<file path="config.mk">
export PLATFORM = sky130hd
export DESIGN_NAME = sars_top
export DESIGN_NICKNAME = d
export VERILOG_FILES = /design/src/logic/sars_pkg.sv /design/src/logic/sars_top.sv
export SDC_FILE = /design/constraint.sdc
export NUM_CORES = 1
export LEC_CHECK = 0
export BUFFER_PORTS_ARGS = -buffer_cell sky130_fd_sc_hd__buf_2
export CAP_MARGIN = 10
export CORE_MARGIN = 2
export CORE_UTILIZATION = 26
export DETAILED_ROUTE_END_ITERATION = 16
export GPL_ROUTABILITY_DRIVEN = 0
export GPL_TIMING_DRIVEN = 0
export PLACE_DENSITY_LB_ADDON = 0.12
export RECOVER_POWER = 50
export SETUP_SLACK_MARGIN = 0.05
export SLEW_MARGIN = 15
export SYNTH_ARGS = -nofsm -noshare
export SYNTH_HDL_FRONTEND = slang
export SYNTH_SLANG_ARGS = --single-unit
</file>
<file path="constraint.sdc">
create_clock -name clk_i -period 2.2 [get_ports clk_i]
set_input_delay 0.33 -clock clk_i [delete_from_list [all_inputs] [get_ports clk_i]]
set_output_delay 0.33 -clock clk_i [all_outputs]
set_load 0.02 [all_outputs]
</file>
<file path="src/logic/sars_pkg.sv">
package sars_pkg;

    // ---------------------------------------------------------------
    // Widths and codes
    // ---------------------------------------------------------------
    localparam int RES_W = 10;
    localparam int CH_W = 5;
    localparam logic [4:0] CH_IDLE = 5'h1f;
    localparam logic [9:0] FULL10 = 10'h3ff;
    localparam logic [9:0] FULL8 = 10'h0ff;
    localparam logic [9:0] ZERO10 = 10'h000;
    localparam logic [7:0] RESH_RST = 8'h00;
    localparam logic [7:0] RESL_RST = 8'h00;

    // ---------------------------------------------------------------
    // Timing in converter clocks, bus clocks, microseconds and MHz
    // ---------------------------------------------------------------
    localparam logic [5:0] SYNC_BUS = 6'h03;
    localparam logic [5:0] SAMP_SHORT = 6'h04;
    localparam logic [5:0] SAMP_LONG = 6'h18;
    localparam logic [5:0] CONV_10 = 6'h0f;
    localparam logic [5:0] CONV_8 = 6'h0c;
    localparam int ASYNC_START_US = 5;
    localparam int CLK_MHZ = 100;
    localparam int ASYNC_START_CYC = ASYNC_START_US * CLK_MHZ;
    localparam int ASYNC_FAST_MHZ = 2;
    localparam int ASYNC_SLOW_MHZ = 1;
    localparam logic [7:0] ASYNC_DIV_FAST =
        8'(CLK_MHZ / ASYNC_FAST_MHZ - 1);
    localparam logic [7:0] ASYNC_DIV_SLOW =
        8'(CLK_MHZ / ASYNC_SLOW_MHZ - 1);

    // ---------------------------------------------------------------
    // Types
    // ---------------------------------------------------------------
    typedef enum logic [2:0] {
        SARS_IDLE = 3'b000,
        SARS_SYNC = 3'b001,
        SARS_WARM = 3'b010,
        SARS_SAMPLE = 3'b011,
        SARS_CONVERT = 3'b100,
        SARS_XFER = 3'b101
    } sars_state_e;

    typedef struct packed {
        logic [4:0] channel_select_field;
        logic continuous_conv_enable;
        logic conv_irq_enable;
    } sars_status_ctl_s;

    typedef struct packed {
        logic low_power_config;
        logic [1:0] clock_divide_field;
        logic long_sample_select;
        logic mode_8bit;
        logic async_clk_enable;
        logic input_clock_select;
    } sars_clk_cfg_s;

endpackage : sars_pkg

</file>
<file path="src/logic/sars_top.sv">
`timescale 1ns/1ps

module sars_top (
    // Clock and reset
    input wire logic clk_i,
    input wire logic reset_i,
    // Register writes and result reads
    input wire logic sc_write_i,
    input wire sars_pkg::sars_status_ctl_s sc_data_i,
    input wire logic clk_cfg_write_i,
    input wire sars_pkg::sars_clk_cfg_s clk_cfg_data_i,
    input wire logic res_high_read_i,
    input wire logic res_low_read_i,
    // System
    input wire logic stop_mode_i,
    input wire logic alt_clk_i,
    // Analog comparator, asynchronous
    input wire logic comparator_i,
    // Analog front end
    output logic [4:0] selected_analog_input_o,
    output logic [9:0] dac_code_o,
    output logic analog_on_o,
    output logic sample_o,
    // Results and status
    output logic [7:0] result_high_reg_o,
    output logic [7:0] result_low_reg_o,
    output logic conv_complete_flag_o,
    output logic conv_irq_o,
    output logic active_o
);

    // ---------------------------------------------------------------
    // Synchronisers
    // ---------------------------------------------------------------
    logic cmp_s1, cmp_s2, alt_s1, alt_s2, alt_s3;
    logic next_cmp_s1, next_cmp_s2, next_alt_s1, next_alt_s2, next_alt_s3;

    always_comb begin
        next_cmp_s1 = comparator_i;
        next_cmp_s2 = cmp_s1;
        next_alt_s1 = alt_clk_i;
        next_alt_s2 = alt_s1;
        next_alt_s3 = alt_s2;
    end

    always_ff @(posedge clk_i) begin
        cmp_s1 <= next_cmp_s1;
        cmp_s2 <= next_cmp_s2;
        alt_s1 <= next_alt_s1;
        alt_s2 <= next_alt_s2;
        alt_s3 <= next_alt_s3;
    end

    // ---------------------------------------------------------------
    // Configuration
    // ---------------------------------------------------------------
    sars_pkg::sars_status_ctl_s sc, next_sc;
    sars_pkg::sars_clk_cfg_s cfg, next_cfg;
    logic start_req, abort;

    always_comb begin
        next_sc = sc_write_i ? sc_data_i : sc;
        next_cfg = clk_cfg_write_i ? clk_cfg_data_i : cfg;
    end

    always_ff @(posedge clk_i) begin
        if (reset_i) begin
            sc <= '{sars_pkg::CH_IDLE, 1'b0, 1'b0};
            cfg <= '0;
        end else begin
            sc <= next_sc;
            cfg <= next_cfg;
        end
    end

    // A write restarts unless it parks the channel field
    assign start_req = sc_write_i &&
        sc_data_i.channel_select_field != sars_pkg::CH_IDLE;
    assign abort = sc_write_i || clk_cfg_write_i ||
        (stop_mode_i && !cfg.async_clk_enable);

    // ---------------------------------------------------------------
    // Clock select and divide
    // ---------------------------------------------------------------
    sars_pkg::sars_state_e state, next_state;
    logic [7:0] async_cnt, next_async_cnt;
    logic [2:0] div_cnt, next_div_cnt;
    logic async_tick, src_tick, ck_tick;

    // Async oscillator only runs while converting; stop does not gate it
    always_comb begin
        async_tick = 1'b0;
        next_async_cnt = 8'h00;
        if (state != sars_pkg::SARS_IDLE && cfg.async_clk_enable) begin
            async_tick = async_cnt == (cfg.low_power_config ?
                sars_pkg::ASYNC_DIV_SLOW : sars_pkg::ASYNC_DIV_FAST);
            next_async_cnt = async_tick ? 8'h00 : async_cnt + 8'h01;
        end
    end

    always_comb begin
        if (cfg.async_clk_enable) begin
            src_tick = async_tick;
        end else if (cfg.input_clock_select) begin
            src_tick = 1'b1;
        end else begin
            src_tick = alt_s2 && !alt_s3;
        end
    end

    always_comb begin
        ck_tick = 1'b0;
        next_div_cnt = div_cnt;
        if (state == sars_pkg::SARS_IDLE) begin
            next_div_cnt = 3'h0;
        end else if (src_tick) begin
            ck_tick = div_cnt ==
                3'((4'h1 << cfg.clock_divide_field) - 4'h1);
            next_div_cnt = ck_tick ? 3'h0 : div_cnt + 3'h1;
        end
    end

    always_ff @(posedge clk_i) begin
        if (reset_i) begin
            async_cnt <= 8'h00;
            div_cnt <= 3'h0;
        end else begin
            async_cnt <= next_async_cnt;
            div_cnt <= next_div_cnt;
        end
    end

    // ---------------------------------------------------------------
    // Conversion sequencer
    // ---------------------------------------------------------------
    logic [15:0] cnt, next_cnt;
    logic [9:0] sar, next_sar;
    logic [3:0] bit_idx, next_bit_idx;
    logic high_read, next_high_read;
    logic [7:0] res_h, next_res_h, res_l, next_res_l;
    logic conv_complete_flag, next_conv_complete_flag, irq, next_irq;
    logic [9:0] rounded;
    logic [5:0] samp_len;
    logic blocked;

    assign samp_len = cfg.long_sample_select ?
        sars_pkg::SAMP_LONG : sars_pkg::SAMP_SHORT;
    // 8-bit rounding saturates so full scale stays all ones
    assign rounded = !cfg.mode_8bit ? sar :
        (sar[9:2] == 8'hff || !sar[1]) ? {2'b00, sar[9:2]} :
        {2'b00, sar[9:2] + 8'h01};
    assign blocked = !cfg.mode_8bit && high_read;

    always_comb begin
        next_state = state;
        next_cnt = cnt;
        next_sar = sar;
        next_bit_idx = bit_idx;
        next_res_h = res_h;
        next_res_l = res_l;
        next_conv_complete_flag = conv_complete_flag;
        next_irq = 1'b0;
        next_high_read = high_read;
        // Low read releases the guard, also when both reads coincide
        if (res_high_read_i || res_low_read_i) begin
            next_high_read = res_high_read_i && !res_low_read_i;
            next_conv_complete_flag = 1'b0;
        end
        case (state)
            sars_pkg::SARS_SYNC: begin
                next_cnt = cnt + 16'h0001;
                if (cnt[5:0] == sars_pkg::SYNC_BUS - 6'h1) begin
                    next_cnt = 16'h0000;
                    next_state = cfg.async_clk_enable ?
                        sars_pkg::SARS_WARM : sars_pkg::SARS_SAMPLE;
                end
            end
            sars_pkg::SARS_WARM: begin
                next_cnt = cnt + 16'h0001;
                if (cnt == 16'(sars_pkg::ASYNC_START_CYC - 1)) begin
                    next_cnt = 16'h0000;
                    next_state = sars_pkg::SARS_SAMPLE;
                end
            end
            sars_pkg::SARS_SAMPLE: begin
                if (ck_tick) begin
                    next_cnt = cnt + 16'h0001;
                    if (cnt[5:0] == samp_len - 6'h1) begin
                        next_cnt = 16'h0000;
                        next_sar = 10'h200;
                        next_bit_idx = 4'h9;
                        next_state = sars_pkg::SARS_CONVERT;
                    end
                end
            end
            sars_pkg::SARS_CONVERT: begin
                if (ck_tick) begin
                    if (!cmp_s2) begin
                        next_sar[bit_idx] = 1'b0;
                    end
                    if (bit_idx != 4'h0) begin
                        next_sar[bit_idx - 4'h1] = 1'b1;
                        next_bit_idx = bit_idx - 4'h1;
                    end else begin
                        next_state = sars_pkg::SARS_XFER;
                    end
                end
            end
            sars_pkg::SARS_XFER: begin
                if (!blocked) begin
                    next_res_h = {6'h00, rounded[9:8]};
                    next_res_l = rounded[7:0];
                    next_conv_complete_flag = 1'b1;
                    next_irq = sc.conv_irq_enable && !sc_write_i;
                end
                if (blocked || sc.continuous_conv_enable) begin
                    next_state = sars_pkg::SARS_SAMPLE;
                end else begin
                    next_state = sars_pkg::SARS_IDLE;
                end
            end
            default: next_state = sars_pkg::SARS_IDLE;
        endcase
        if (abort) begin
            next_state = sars_pkg::SARS_IDLE;
            next_cnt = 16'h0000;
            if (sc_write_i) begin
                next_conv_complete_flag = 1'b0;
            end
        end
        if (start_req) begin
            next_state = sars_pkg::SARS_SYNC;
        end
    end

    always_ff @(posedge clk_i) begin
        if (reset_i) begin
            state <= sars_pkg::SARS_IDLE;
            cnt <= 16'h0000;
            sar <= 10'h000;
            bit_idx <= 4'h0;
            high_read <= 1'b0;
            res_h <= sars_pkg::RESH_RST;
            res_l <= sars_pkg::RESL_RST;
            conv_complete_flag <= 1'b0;
            irq <= 1'b0;
        end else begin
            state <= next_state;
            cnt <= next_cnt;
            sar <= next_sar;
            bit_idx <= next_bit_idx;
            high_read <= next_high_read;
            res_h <= next_res_h;
            res_l <= next_res_l;
            conv_complete_flag <= next_conv_complete_flag;
            irq <= next_irq;
        end
    end

    // ---------------------------------------------------------------
    // Outputs
    // ---------------------------------------------------------------
    always_ff @(posedge clk_i) begin
        if (reset_i) begin
            selected_analog_input_o <= sars_pkg::CH_IDLE;
            dac_code_o <= 10'h000;
            analog_on_o <= 1'b0;
            sample_o <= 1'b0;
        end else begin
            selected_analog_input_o <= next_sc.channel_select_field;
            dac_code_o <= next_sar;
            analog_on_o <= next_state != sars_pkg::SARS_IDLE;
            sample_o <= next_state == sars_pkg::SARS_SAMPLE;
        end
    end

    assign result_high_reg_o = res_h;
    assign result_low_reg_o = res_l;
    assign conv_complete_flag_o = conv_complete_flag;
    assign conv_irq_o = irq;
    assign active_o = analog_on_o;
endmodule : sars_top

</file>
==> results of run 1 <==
==> cells in the mapped netlist, drive strengths merged, types with 2 or more instances <==
cell	number	share of area, %
a2111oi	3	0.92
a211o	2	0.42
a211oi	6	1.1
a21bo	2	0.48
a21o	2	0.36
a21oi	26	3.3
a22oi	3	0.86
a31o	2	0.42
a31oi	4	0.60
a32oi	3	0.63
and2	5	0.74
and2b	2	0.42
and3	8	1.2
and3b	2	0.45
and4	3	0.65
buf	26	4.4
clkbuf	10	0.92
dfxtp	78	37
ha	11	3.3
inv	17	1.5
mux2i	15	3.6
nand2	36	3.3
nand2b	5	0.74
nand3	30	3.6
nand3b	4	0.71
nand4	5	0.74
nor2	66	6.1
nor2b	2	0.30
nor3	17	2.1
nor3b	4	0.71
nor4	7	1.0
nor4b	3	1.1
o2111ai	2	0.57
o211ai	6	1.2
o21a	3	0.54
o21ai	33	4.1
o311ai	3	0.63
o31a	2	0.42
o31ai	3	0.54
or4b	2	0.57
xnor2	8	1.7
xor2	16	3.3
==> cell type report <==
type | count | area share (%)
Clock inverter | 5 | 0.730
Tap cell | 216 | 5.25
Timing Repair Buffer | 58 | 5.23
Sequential cell | 78 | 30.5
Buffer | 36 | 4.50
Inverter | 17 | 1.24
Clock buffer | 10 | 4.45
Multi-Input combinational cell | 373 | 48.1
==> what timing repair did <==
item | in CTS | in global routing
hold endpoints to repair | 0 | 0
pin swaps | 1 | 6
resized for setup | 6 | 19
endpoints found under the setup margin | 16 | 27
setup buffers | 0 | 7
==> logic make-up (layout without fill, tap and decap cells) <==
logic type	count (synthesis)	after routing	share of synthesized area [%]
buffers and inverters	53	126	6.82
flip-flops	78	78	37.1
XOR/XNOR	24	24	5.00
adder cells (fa/ha/maj)	11	11	3.27
other	1	6	0.0892
AND/OR/NAND/NOR	205	205	25.4
AO/OA/AOI/OAI	112	112	18.7
multiplexers	15	15	3.57
==> cell usage in the layout (no fill, tap or decap), types with 5 or more instances in the layout <==
cell type  count
nand4_1        5
buf_4         20
xor2_1        16
and3_1         7
o21ai_1        9
a21oi_1       24
clkbuf_16      9
inv_1         17
nor3_1        16
o211ai_1       5
a211oi_1       5
nor4_1         6
xnor2_1        7
clkbuf_1      44
buf_6          5
ha_1           9
conb_1         6
buf_2         24
nand3_1       29
dfxtp_1       73
mux2i_1       15
dfxtp_2        5
nand2b_1       5
nand2_1       34
o21ai_0       22
nor2_1        64
and2_1         5
==> worst paths after layout <==
check | startpoint | endpoint | slack, ns | depth (start not counted)
worst min register to register | cmp_s1 | cmp_s2 | 0.32 | 0
worst min-delay path | alt_clk_i | alt_s1 | 0.09 | 1
worst max-delay path | async_cnt[7] | cnt[12] | 0.12 | 7
worst max register to register | async_cnt[7] | cnt[12] | 0.12 | 7
==> per-layer routing <==
metal	GRT usage, %	vias to the layer above	part of all wire, %
li1	-	1920	-
met1	17.7	1799	48
met2	22.4	89	46
met3	3.01	17	4.0
met4	5.86	0	2.1
met5	0	-	0
==> report_power, final <==
group          total, W  internal (W)  switching [W]
Combinational  0.000240     0.0000978       0.000142
Sequential      0.00145       0.00144      0.0000156
Clock           0.00136      0.000760       0.000600
Total           0.00305       0.00229       0.000758
==> sequential cells by signal (all words and copies together) (netlist names), 4 cells and up <==
signal,count
cfg,7
async_cnt,8
cnt,16
dac_code_o,10
selected_analog_input_o,5
bit_idx,4
result_low_reg_o,8
==> critical path, stage by stage (launching register included) <==
cell	delay [ns]
dfxtp_1	0.34
nor4b_4	0.33
o2111ai_2	0.21
a22oi_4	0.27
buf_4	0.16
o21ai_2	0.07
or4b_4	0.49
a21oi_2	0.15
==> stage by stage <==
step	setup WS, ns	TNS [ns]	hold WS [ns]
after floorplan	0.117	0	0.310
after global placement	-0.0909	-0.898	0.313
after detailed placement	-0.146	-1.42	0.314
after CTS	0.0627	0	0.0784
after global routing	0.0214	0	0.0761
final	0.117	0	0.0920
==> metrics, run 1 <==
status finished, final reports clean; Pleak 1.83 nW; number of buffers added on ports 51; row count 46; Seq/Total Area, Yosys 37.1%; area grow syn2layout 22.4%; worst-path maximum fanout 4; Hold Vio Cnt, Final 0; dpl cell area 4750 um2; Post-synth EDFFs 0; CORE AREA 15800 um2; post-route ant nets 0; fin. max-slew vios 0; DP Cell Count 771; Hold Buf Count CTS 0; first-pass GRT wire length 19.3 mm; gr ovfl total 0; Longest Clk Path Bufs 2; DRC Markers 0; Die Wd 131 um; WS Path Type register to register; Syn Area/Cell 8.42 um2; FMAX 0.480 GHz; Multi-input gate area 2470 um2; Synth Flop Type dfxtp_1; CTS sink cnt 78; PwrDens 593 nW/um2; Max IR drop VDD 0.394 mV; DRT iter0 DRCs 159; pin count of the biggest net entering global routing 14; Initial Util 26.6%; Clock transition at path regs 0.06 ns; Req. time, crit path 2.47 ns; Design Area, Final 5140 um2; HPWL Detailed 8.68 mm; final wirelength 11.8 mm; die span in y 131 um; YS warnings 0; Core Util, Final 32.5%; Max-cap violations 0; flip-flop and latch count after synthesis 78; relative slew slack 47.6%; Crit path arrival time 2.35 ns; Synth cell types 76; Via density 4.82; Worst-Skew Late Latency 0.34 ns; clk root buf clkbuf_16; Slew @ Worst Pin 0.786 ns; io pins 59; Cell Area, Synth 4200 um2; Tmin final 2.08 ns; ys async rst share 0%; HP Class input pin to register; WL per Instance 14.8 um; Final Power 0.00305 W; Vias 3825; number of antenna violations at the first check in global routing 0; FF+latch area 1570 um2; crit share post-route 94.7%; final setup violation count 0; crit path capture type register; share of cells above drive strength 1 18.4%; fillers 1714; number of global-route vias before repair 3736; Post-Route Skew 0.00743 ns; CTS tree yes; CTS HTree Levels 3; CP Launch Type register; All-Layer GR Usage 13.8%; Syn Inst Count 499; die area 17200 um2; Final #Nets 607; drt pass-1 iters 4; CTS buffer count 9; final antenna diode count 0; final cell count without fillers 793; unrepaired setup endpoints after global routing no
No activity file was read; power rests on OpenSTA's default activity.
==> inputs of run 2 (changes only) <==
--- a/config.mk
+++ b/config.mk
@@ -9,6 +9,7 @@
 export CAP_MARGIN = 10
 export CORE_MARGIN = 2
 export CORE_UTILIZATION = 26
+export CTS_BUF_LIST = sky130_fd_sc_hd__clkbuf_4 sky130_fd_sc_hd__clkbuf_8 sky130_fd_sc_hd__clkbuf_16
 export DETAILED_ROUTE_END_ITERATION = 16
 export GPL_ROUTABILITY_DRIVEN = 0
 export GPL_TIMING_DRIVEN = 0
==> metrics, run 2 (synthesized netlist as in run 1, its figures left out) <==
FMAX 0.480 GHz (about the same); fin. max-slew vios 0 (unchanged); fillers 1714 (unchanged); Clock transition at path regs 0.06 ns (about the same); WL per Instance 14.8 um (about the same); share of cells above drive strength 1 18.5% (+0.17 points); io pins 59 (unchanged); Initial Util 26.6% (unchanged); first-pass GRT wire length 19.3 mm (+0.11%); Vias 3841 (+0.42%); Crit path arrival time 2.35 ns (about the same); Req. time, crit path 2.47 ns (about the same); worst hold margin 0.0921 ns (+0.0000881 ns); Longest Clk Path Bufs 2 (unchanged); CORE AREA 15800 um2 (unchanged); Post-Route Skew 0.00768 ns (+0.000251 ns); All-Layer GR Usage 13.8% (+0.016 points); Top Registers cnt x16, dac_code_o x10; HPWL Detailed 8.68 mm (unchanged); CTS HTree Levels 3 (unchanged); area grow syn2layout 22.4% (about the same); Pleak 1.83 nW (+0.19%); row count 46 (unchanged); most common library cell in the layout ignoring fill and taps dfxtp_1; number of global-route vias before repair 3735 (-0.027%); Hold Buf Count CTS 0 (unchanged); gr ovfl total 0 (unchanged); PwrDens 595 nW/um2 (+0.39%); worst-path maximum fanout 4 (unchanged); most frequent cells in the layout dfxtp_1 (73), nor2_1 (64), clkbuf_1 (43); Final #Nets 607 (unchanged); Worst-Skew Late Latency 0.34 ns (about the same); HP Class input pin to register; clk root buf clkbuf_16; final wirelength 11.8 mm (about the same); pin count of the biggest net entering global routing 14 (unchanged); status finished, final reports clean; relative slew slack 47.2% (-0.37 points); CTS buffer count 9 (unchanged); Via density 4.84 (+0.42%); final setup violation count 0 (unchanged); die span in y 131 um (unchanged); Hold Vio Cnt, Final 0 (unchanged); internal reg-to-reg setup slack 0.12 ns (about the same); final antenna diode count 0 (unchanged); Max-cap violations 0 (unchanged); DRC Markers 0 (unchanged); Die Wd 131 um (unchanged); crit share post-route 94.6% (about the same); number of antenna violations at the first check in global routing 0 (unchanged); Most flops, register cnt; drt pass-1 iters 4 (unchanged); CTS tree yes; slowest CP cell or4b_4; Slew @ Worst Pin 0.792 ns (+0.00558 ns); crit path capture type register; DRT iter0 DRCs 164 (+3.1%); unrepaired setup endpoints after global routing no; post-route ant nets 0 (unchanged); WS Path Type register to register; die area 17200 um2 (unchanged); CTS sink cnt 78 (unchanged); cell chain of the critical path nor4b_4, o2111ai_2, a22oi_4, buf_4, o21ai_2, or4b_4, a21oi_2; Total Neg Setup Slack 0 ns (unchanged); CP Launch Type register; max reg flops 16 (unchanged); Tmin final 2.08 ns (-0.00125 ns); Max IR drop VDD 0.394 mV (about the same); largest stage delay on the critical path 0.49 ns (about the same); number of buffers added on ports 51 (unchanged)
-- run 2: cell counts in the layout (fill, tap and decap cells not counted) --
Identical to the previous run, type by type.
-- run 2: area by class of cell --
class / count / area (um2) / area share (%)
multi-input cells: 373 / 2470 / 48.1
flip-flops and latches: 78 / 1570 / 30.5
well taps: 216 / 270 / 5.25
repair buffers: 58 / 269 / 5.23
clock buffers: 10 / 233 / 4.52
plain buffers: 36 / 231 / 4.50
inverters: 17 / 63.8 / 1.24
clock inverters: 5 / 37.5 / 0.729
-- run 2: worst paths after layout --
path,startpoint,to,cells after the start
hold / removal,alt_clk_i,alt_s1,1
setup reg to reg,async_cnt[7],cnt[12],7
hold reg to reg,cmp_s1,cmp_s2,0
setup / recovery,async_cnt[7],cnt[12],7
-- run 2: power breakdown --
group	internal (W)	leakage, nW	switching [W]	total, W
Clock	0.000772	0.128	0.000601	0.00137
Sequential	0.00144	0.636	0.0000156	0.00145
Combinational	0.0000978	1.07	0.000142	0.000240
Total	0.00231	1.83	0.000759	0.00306
-- run 2: per-layer routing --
layer	track usage (%)	share of wire (%)	wire length, um
met1	17.7	48	5610
met2	22.5	46	5430
met5	0	0	0
met3	3.01	4.0	471
met4	5.86	2.1	248
-- run 2: what timing repair did --
action,in CTS,in global routing
setup buffers,0,7
pin swaps,1,6
setup endpoints to repair,16,27
gates resized for setup,6,19
endpoints found under the hold margin,0,0
gates cloned,0,0
-- run 2: metrics by stage --
stage                     worst slack (ns)  power [W]  util [%]  instance area (um2)  std cells
after global placement             -0.0909    0.00171      30.0                 4750        771
after detailed placement            -0.146    0.00171      30.0                 4750        771
final                                0.118    0.00306      32.5                 5150        793
after global routing                0.0214    0.00320      32.5                 5150        793
after CTS                           0.0627    0.00311      31.9                 5040        786
after floorplan                      0.117    0.00163         -                 4220        504
-- run 2: critical path: cells and delay by family (launching register included) --
kind	cells	cell delay, ns
AO/OA/AOI/OAI	4	0.70
buffers and inverters	1	0.16
flip-flops	1	0.34
AND/OR/NAND/NOR	2	0.82
==> inputs of run 3 (changes only) <==
--- a/config.mk
+++ b/config.mk
@@ -14,7 +14,6 @@
 export GPL_ROUTABILITY_DRIVEN = 0
 export GPL_TIMING_DRIVEN = 0
 export PLACE_DENSITY_LB_ADDON = 0.12
-export RECOVER_POWER = 50
 export SETUP_SLACK_MARGIN = 0.05
 export SLEW_MARGIN = 15
 export SYNTH_ARGS = -nofsm -noshare
==> metrics, run 3 (synthesized netlist as in run 1, its figures left out) <==
max reg flops 16 (unchanged); area grow syn2layout 23.4%; clk root buf clkbuf_16; final setup violation count 0 (unchanged); hold path start alt_clk_i; row count 46 (unchanged); most frequent cells in the layout dfxtp_1 (73), nor2_1 (64), buf_2 (55); number of antenna violations at the first check in global routing 0 (unchanged); relative slew slack 47.2% (about the same); Longest Clk Path Bufs 2 (unchanged); Final Power 0.00307 W (about the same); die area 17200 um2 (unchanged); drt pass-1 iters 4 (unchanged); DRC Markers 0 (unchanged); slowest CP cell or4b_4; Initial Util 26.6% (unchanged); CP Launch Type register; Most flops, register cnt; All-Layer GR Usage 13.8% (unchanged); Multi-input gate area 2470 um2 (unchanged); final antenna diode count 0 (unchanged); Pleak 1.95 nW (+6.6%); WHS Path Cells 1 (unchanged); largest stage delay on the critical path 0.49 ns (about the same); first-pass GRT wire length 19.3 mm (unchanged); RR Endpoint cnt[12]; WL per Instance 14.8 um (-0.20%); Die Wd 131 um (unchanged); Max IR drop VDD 0.394 mV (about the same); FMAX 0.480 GHz (-0.11%); Final #Nets 607 (unchanged); number of buffers added on ports 51 (unchanged); fin. max-slew vios 0 (unchanged); crit path capture type register; Crit Reg-Reg Startpoint async_cnt[7]; CTS buffer count 9 (unchanged); Core Util, Final 32.8% (+0.25 points); critical path depth 7 (unchanged); PwrDens 591 nW/um2 (-0.66%); cell chain of the critical path nor4b_4, o2111ai_2, a22oi_4, buf_4, o21ai_2, or4b_4, a21oi_2; Reg2Reg Depth 7 (unchanged); DRT iter0 DRCs 166 (+1.2%); WS Path Type register to register; cell family with most CP delay simple AND/OR/NAND/NOR gates; Setup WS pre-CTS -0.146 ns (unchanged); Slew @ Worst Pin 0.791 ns (-0.000535 ns); Vias 3832 (-0.23%); Max-cap violations 0 (unchanged); Crit path arrival time 2.35 ns (about the same); number of global-route vias before repair 3735 (unchanged); worst-path maximum fanout 4 (unchanged); unrepaired setup endpoints after global routing no; status finished, final reports clean; Final WS setup 0.116 ns (-0.00232 ns); Hold Buf Count CTS 0 (unchanged); crit share post-route 94.7% (+0.11 points); Via density 4.83 (-0.23%); Hold Vio Cnt, Final 0 (unchanged); Critical path buffers and inverters 1 (unchanged); share of cells above drive strength 1 23.9% (+5.4 points); pin count of the biggest net entering global routing 14 (unchanged); Top Registers cnt x16, dac_code_o x10; HPWL Detailed 8.68 mm (unchanged); Post-Route Skew 0.00739 ns (-0.000292 ns); Clock transition at path regs 0.06 ns (about the same); worst hold margin 0.0919 ns (-0.000231 ns); die span in y 131 um (unchanged); HP Class input pin to register; CTS tree yes; Req. time, crit path 2.47 ns (about the same); CTS sink cnt 78 (unchanged); most common library cell in the layout ignoring fill and taps dfxtp_1; post-route ant nets 0 (unchanged); Tmin final 2.08 ns (+0.00232 ns); FF+latch area 1570 um2 (unchanged); final wirelength 11.7 mm (-0.20%); Worst-Skew Late Latency 0.34 ns (about the same); fillers 1697 (-0.99%); Worst Hold End alt_s1; CORE AREA 15800 um2 (unchanged); gr ovfl total 0 (unchanged); internal reg-to-reg setup slack 0.12 ns (about the same); CTS HTree Levels 3 (unchanged); io pins 59 (unchanged)
-- run 3: cell count changes in the layout (fill, tap and decap cells not counted) --
cell      previous run  this run
clkbuf_1            43         9
buf_2               24        55
buf_1                0         3
-- run 3: worst max-delay path by stage --
| stage | startpoint | to | slack (ns) |
|---|---|---|---|
| after floorplan | dac_code_o[3] | result_low_reg_o[7] | 0.12 |
| after global placement | cnt[1] | cnt[4] | -0.09 |
| after detailed placement | cnt[1] | cnt[6] | -0.15 |
| after CTS | async_cnt[1] | bit_idx[2] | 0.06 |
| after global routing | dac_code_o[3] | result_low_reg_o[7] | 0.03 |
| final | async_cnt[7] | cnt[12] | 0.12 |
-- run 3: cell type report --
class                   instances  share of cell area (%)
well taps                     216                    5.21
multi-input cells             373                    47.7
flip-flops and latches         78                    30.2
clock buffers                  10                    4.49
inverters                      17                    1.23
repair buffers                 58                    5.93
plain buffers                  36                    4.46
clock inverters                 5                   0.724
-- run 3: repair_timing --
action | 4_1_cts | 5_1_grt
buffers inserted | 0 | 7
pin swaps | 1 | 6
endpoints found under the setup margin | 16 | 27
gates resized for setup | 6 | 19
-- run 3: metrics by stage --
step | setup TNS [ns] | cells | instance area, um2
2_1_floorplan | 0 | 504 | 4220
3_3_place_gp | -0.898 | 771 | 4750
3_5_place_dp | -1.42 | 771 | 4750
4_1_cts | 0 | 786 | 5040
5_1_grt | 0 | 793 | 5190
6_report | 0 | 793 | 5190
-- run 3: per-layer routing --
metal	wire [um]	track usage, %	vias up
met2	5490	22.5	82
met3	472	3.01	15
met1	5550	17.7	1814
met5	0	0	-
met4	219	5.86	0
li1	-	-	1921
-- run 3: worst reg2reg max path: stages, from the launching register on --
cell,delay (ns)
dfxtp_1,0.34
nor4b_4,0.33
o2111ai_2,0.21
a22oi_4,0.27
buf_4,0.16
o21ai_2,0.07
or4b_4,0.49
a21oi_2,0.15
-- run 3: power by group --
group / total (W) / internal [W] / switching, W
sequential: 0.00145 / 0.00144 / 0.0000155
combinational: 0.000242 / 0.000100 / 0.000142
clock: 0.00137 / 0.000772 / 0.000602
total: 0.00307 / 0.00231 / 0.000760
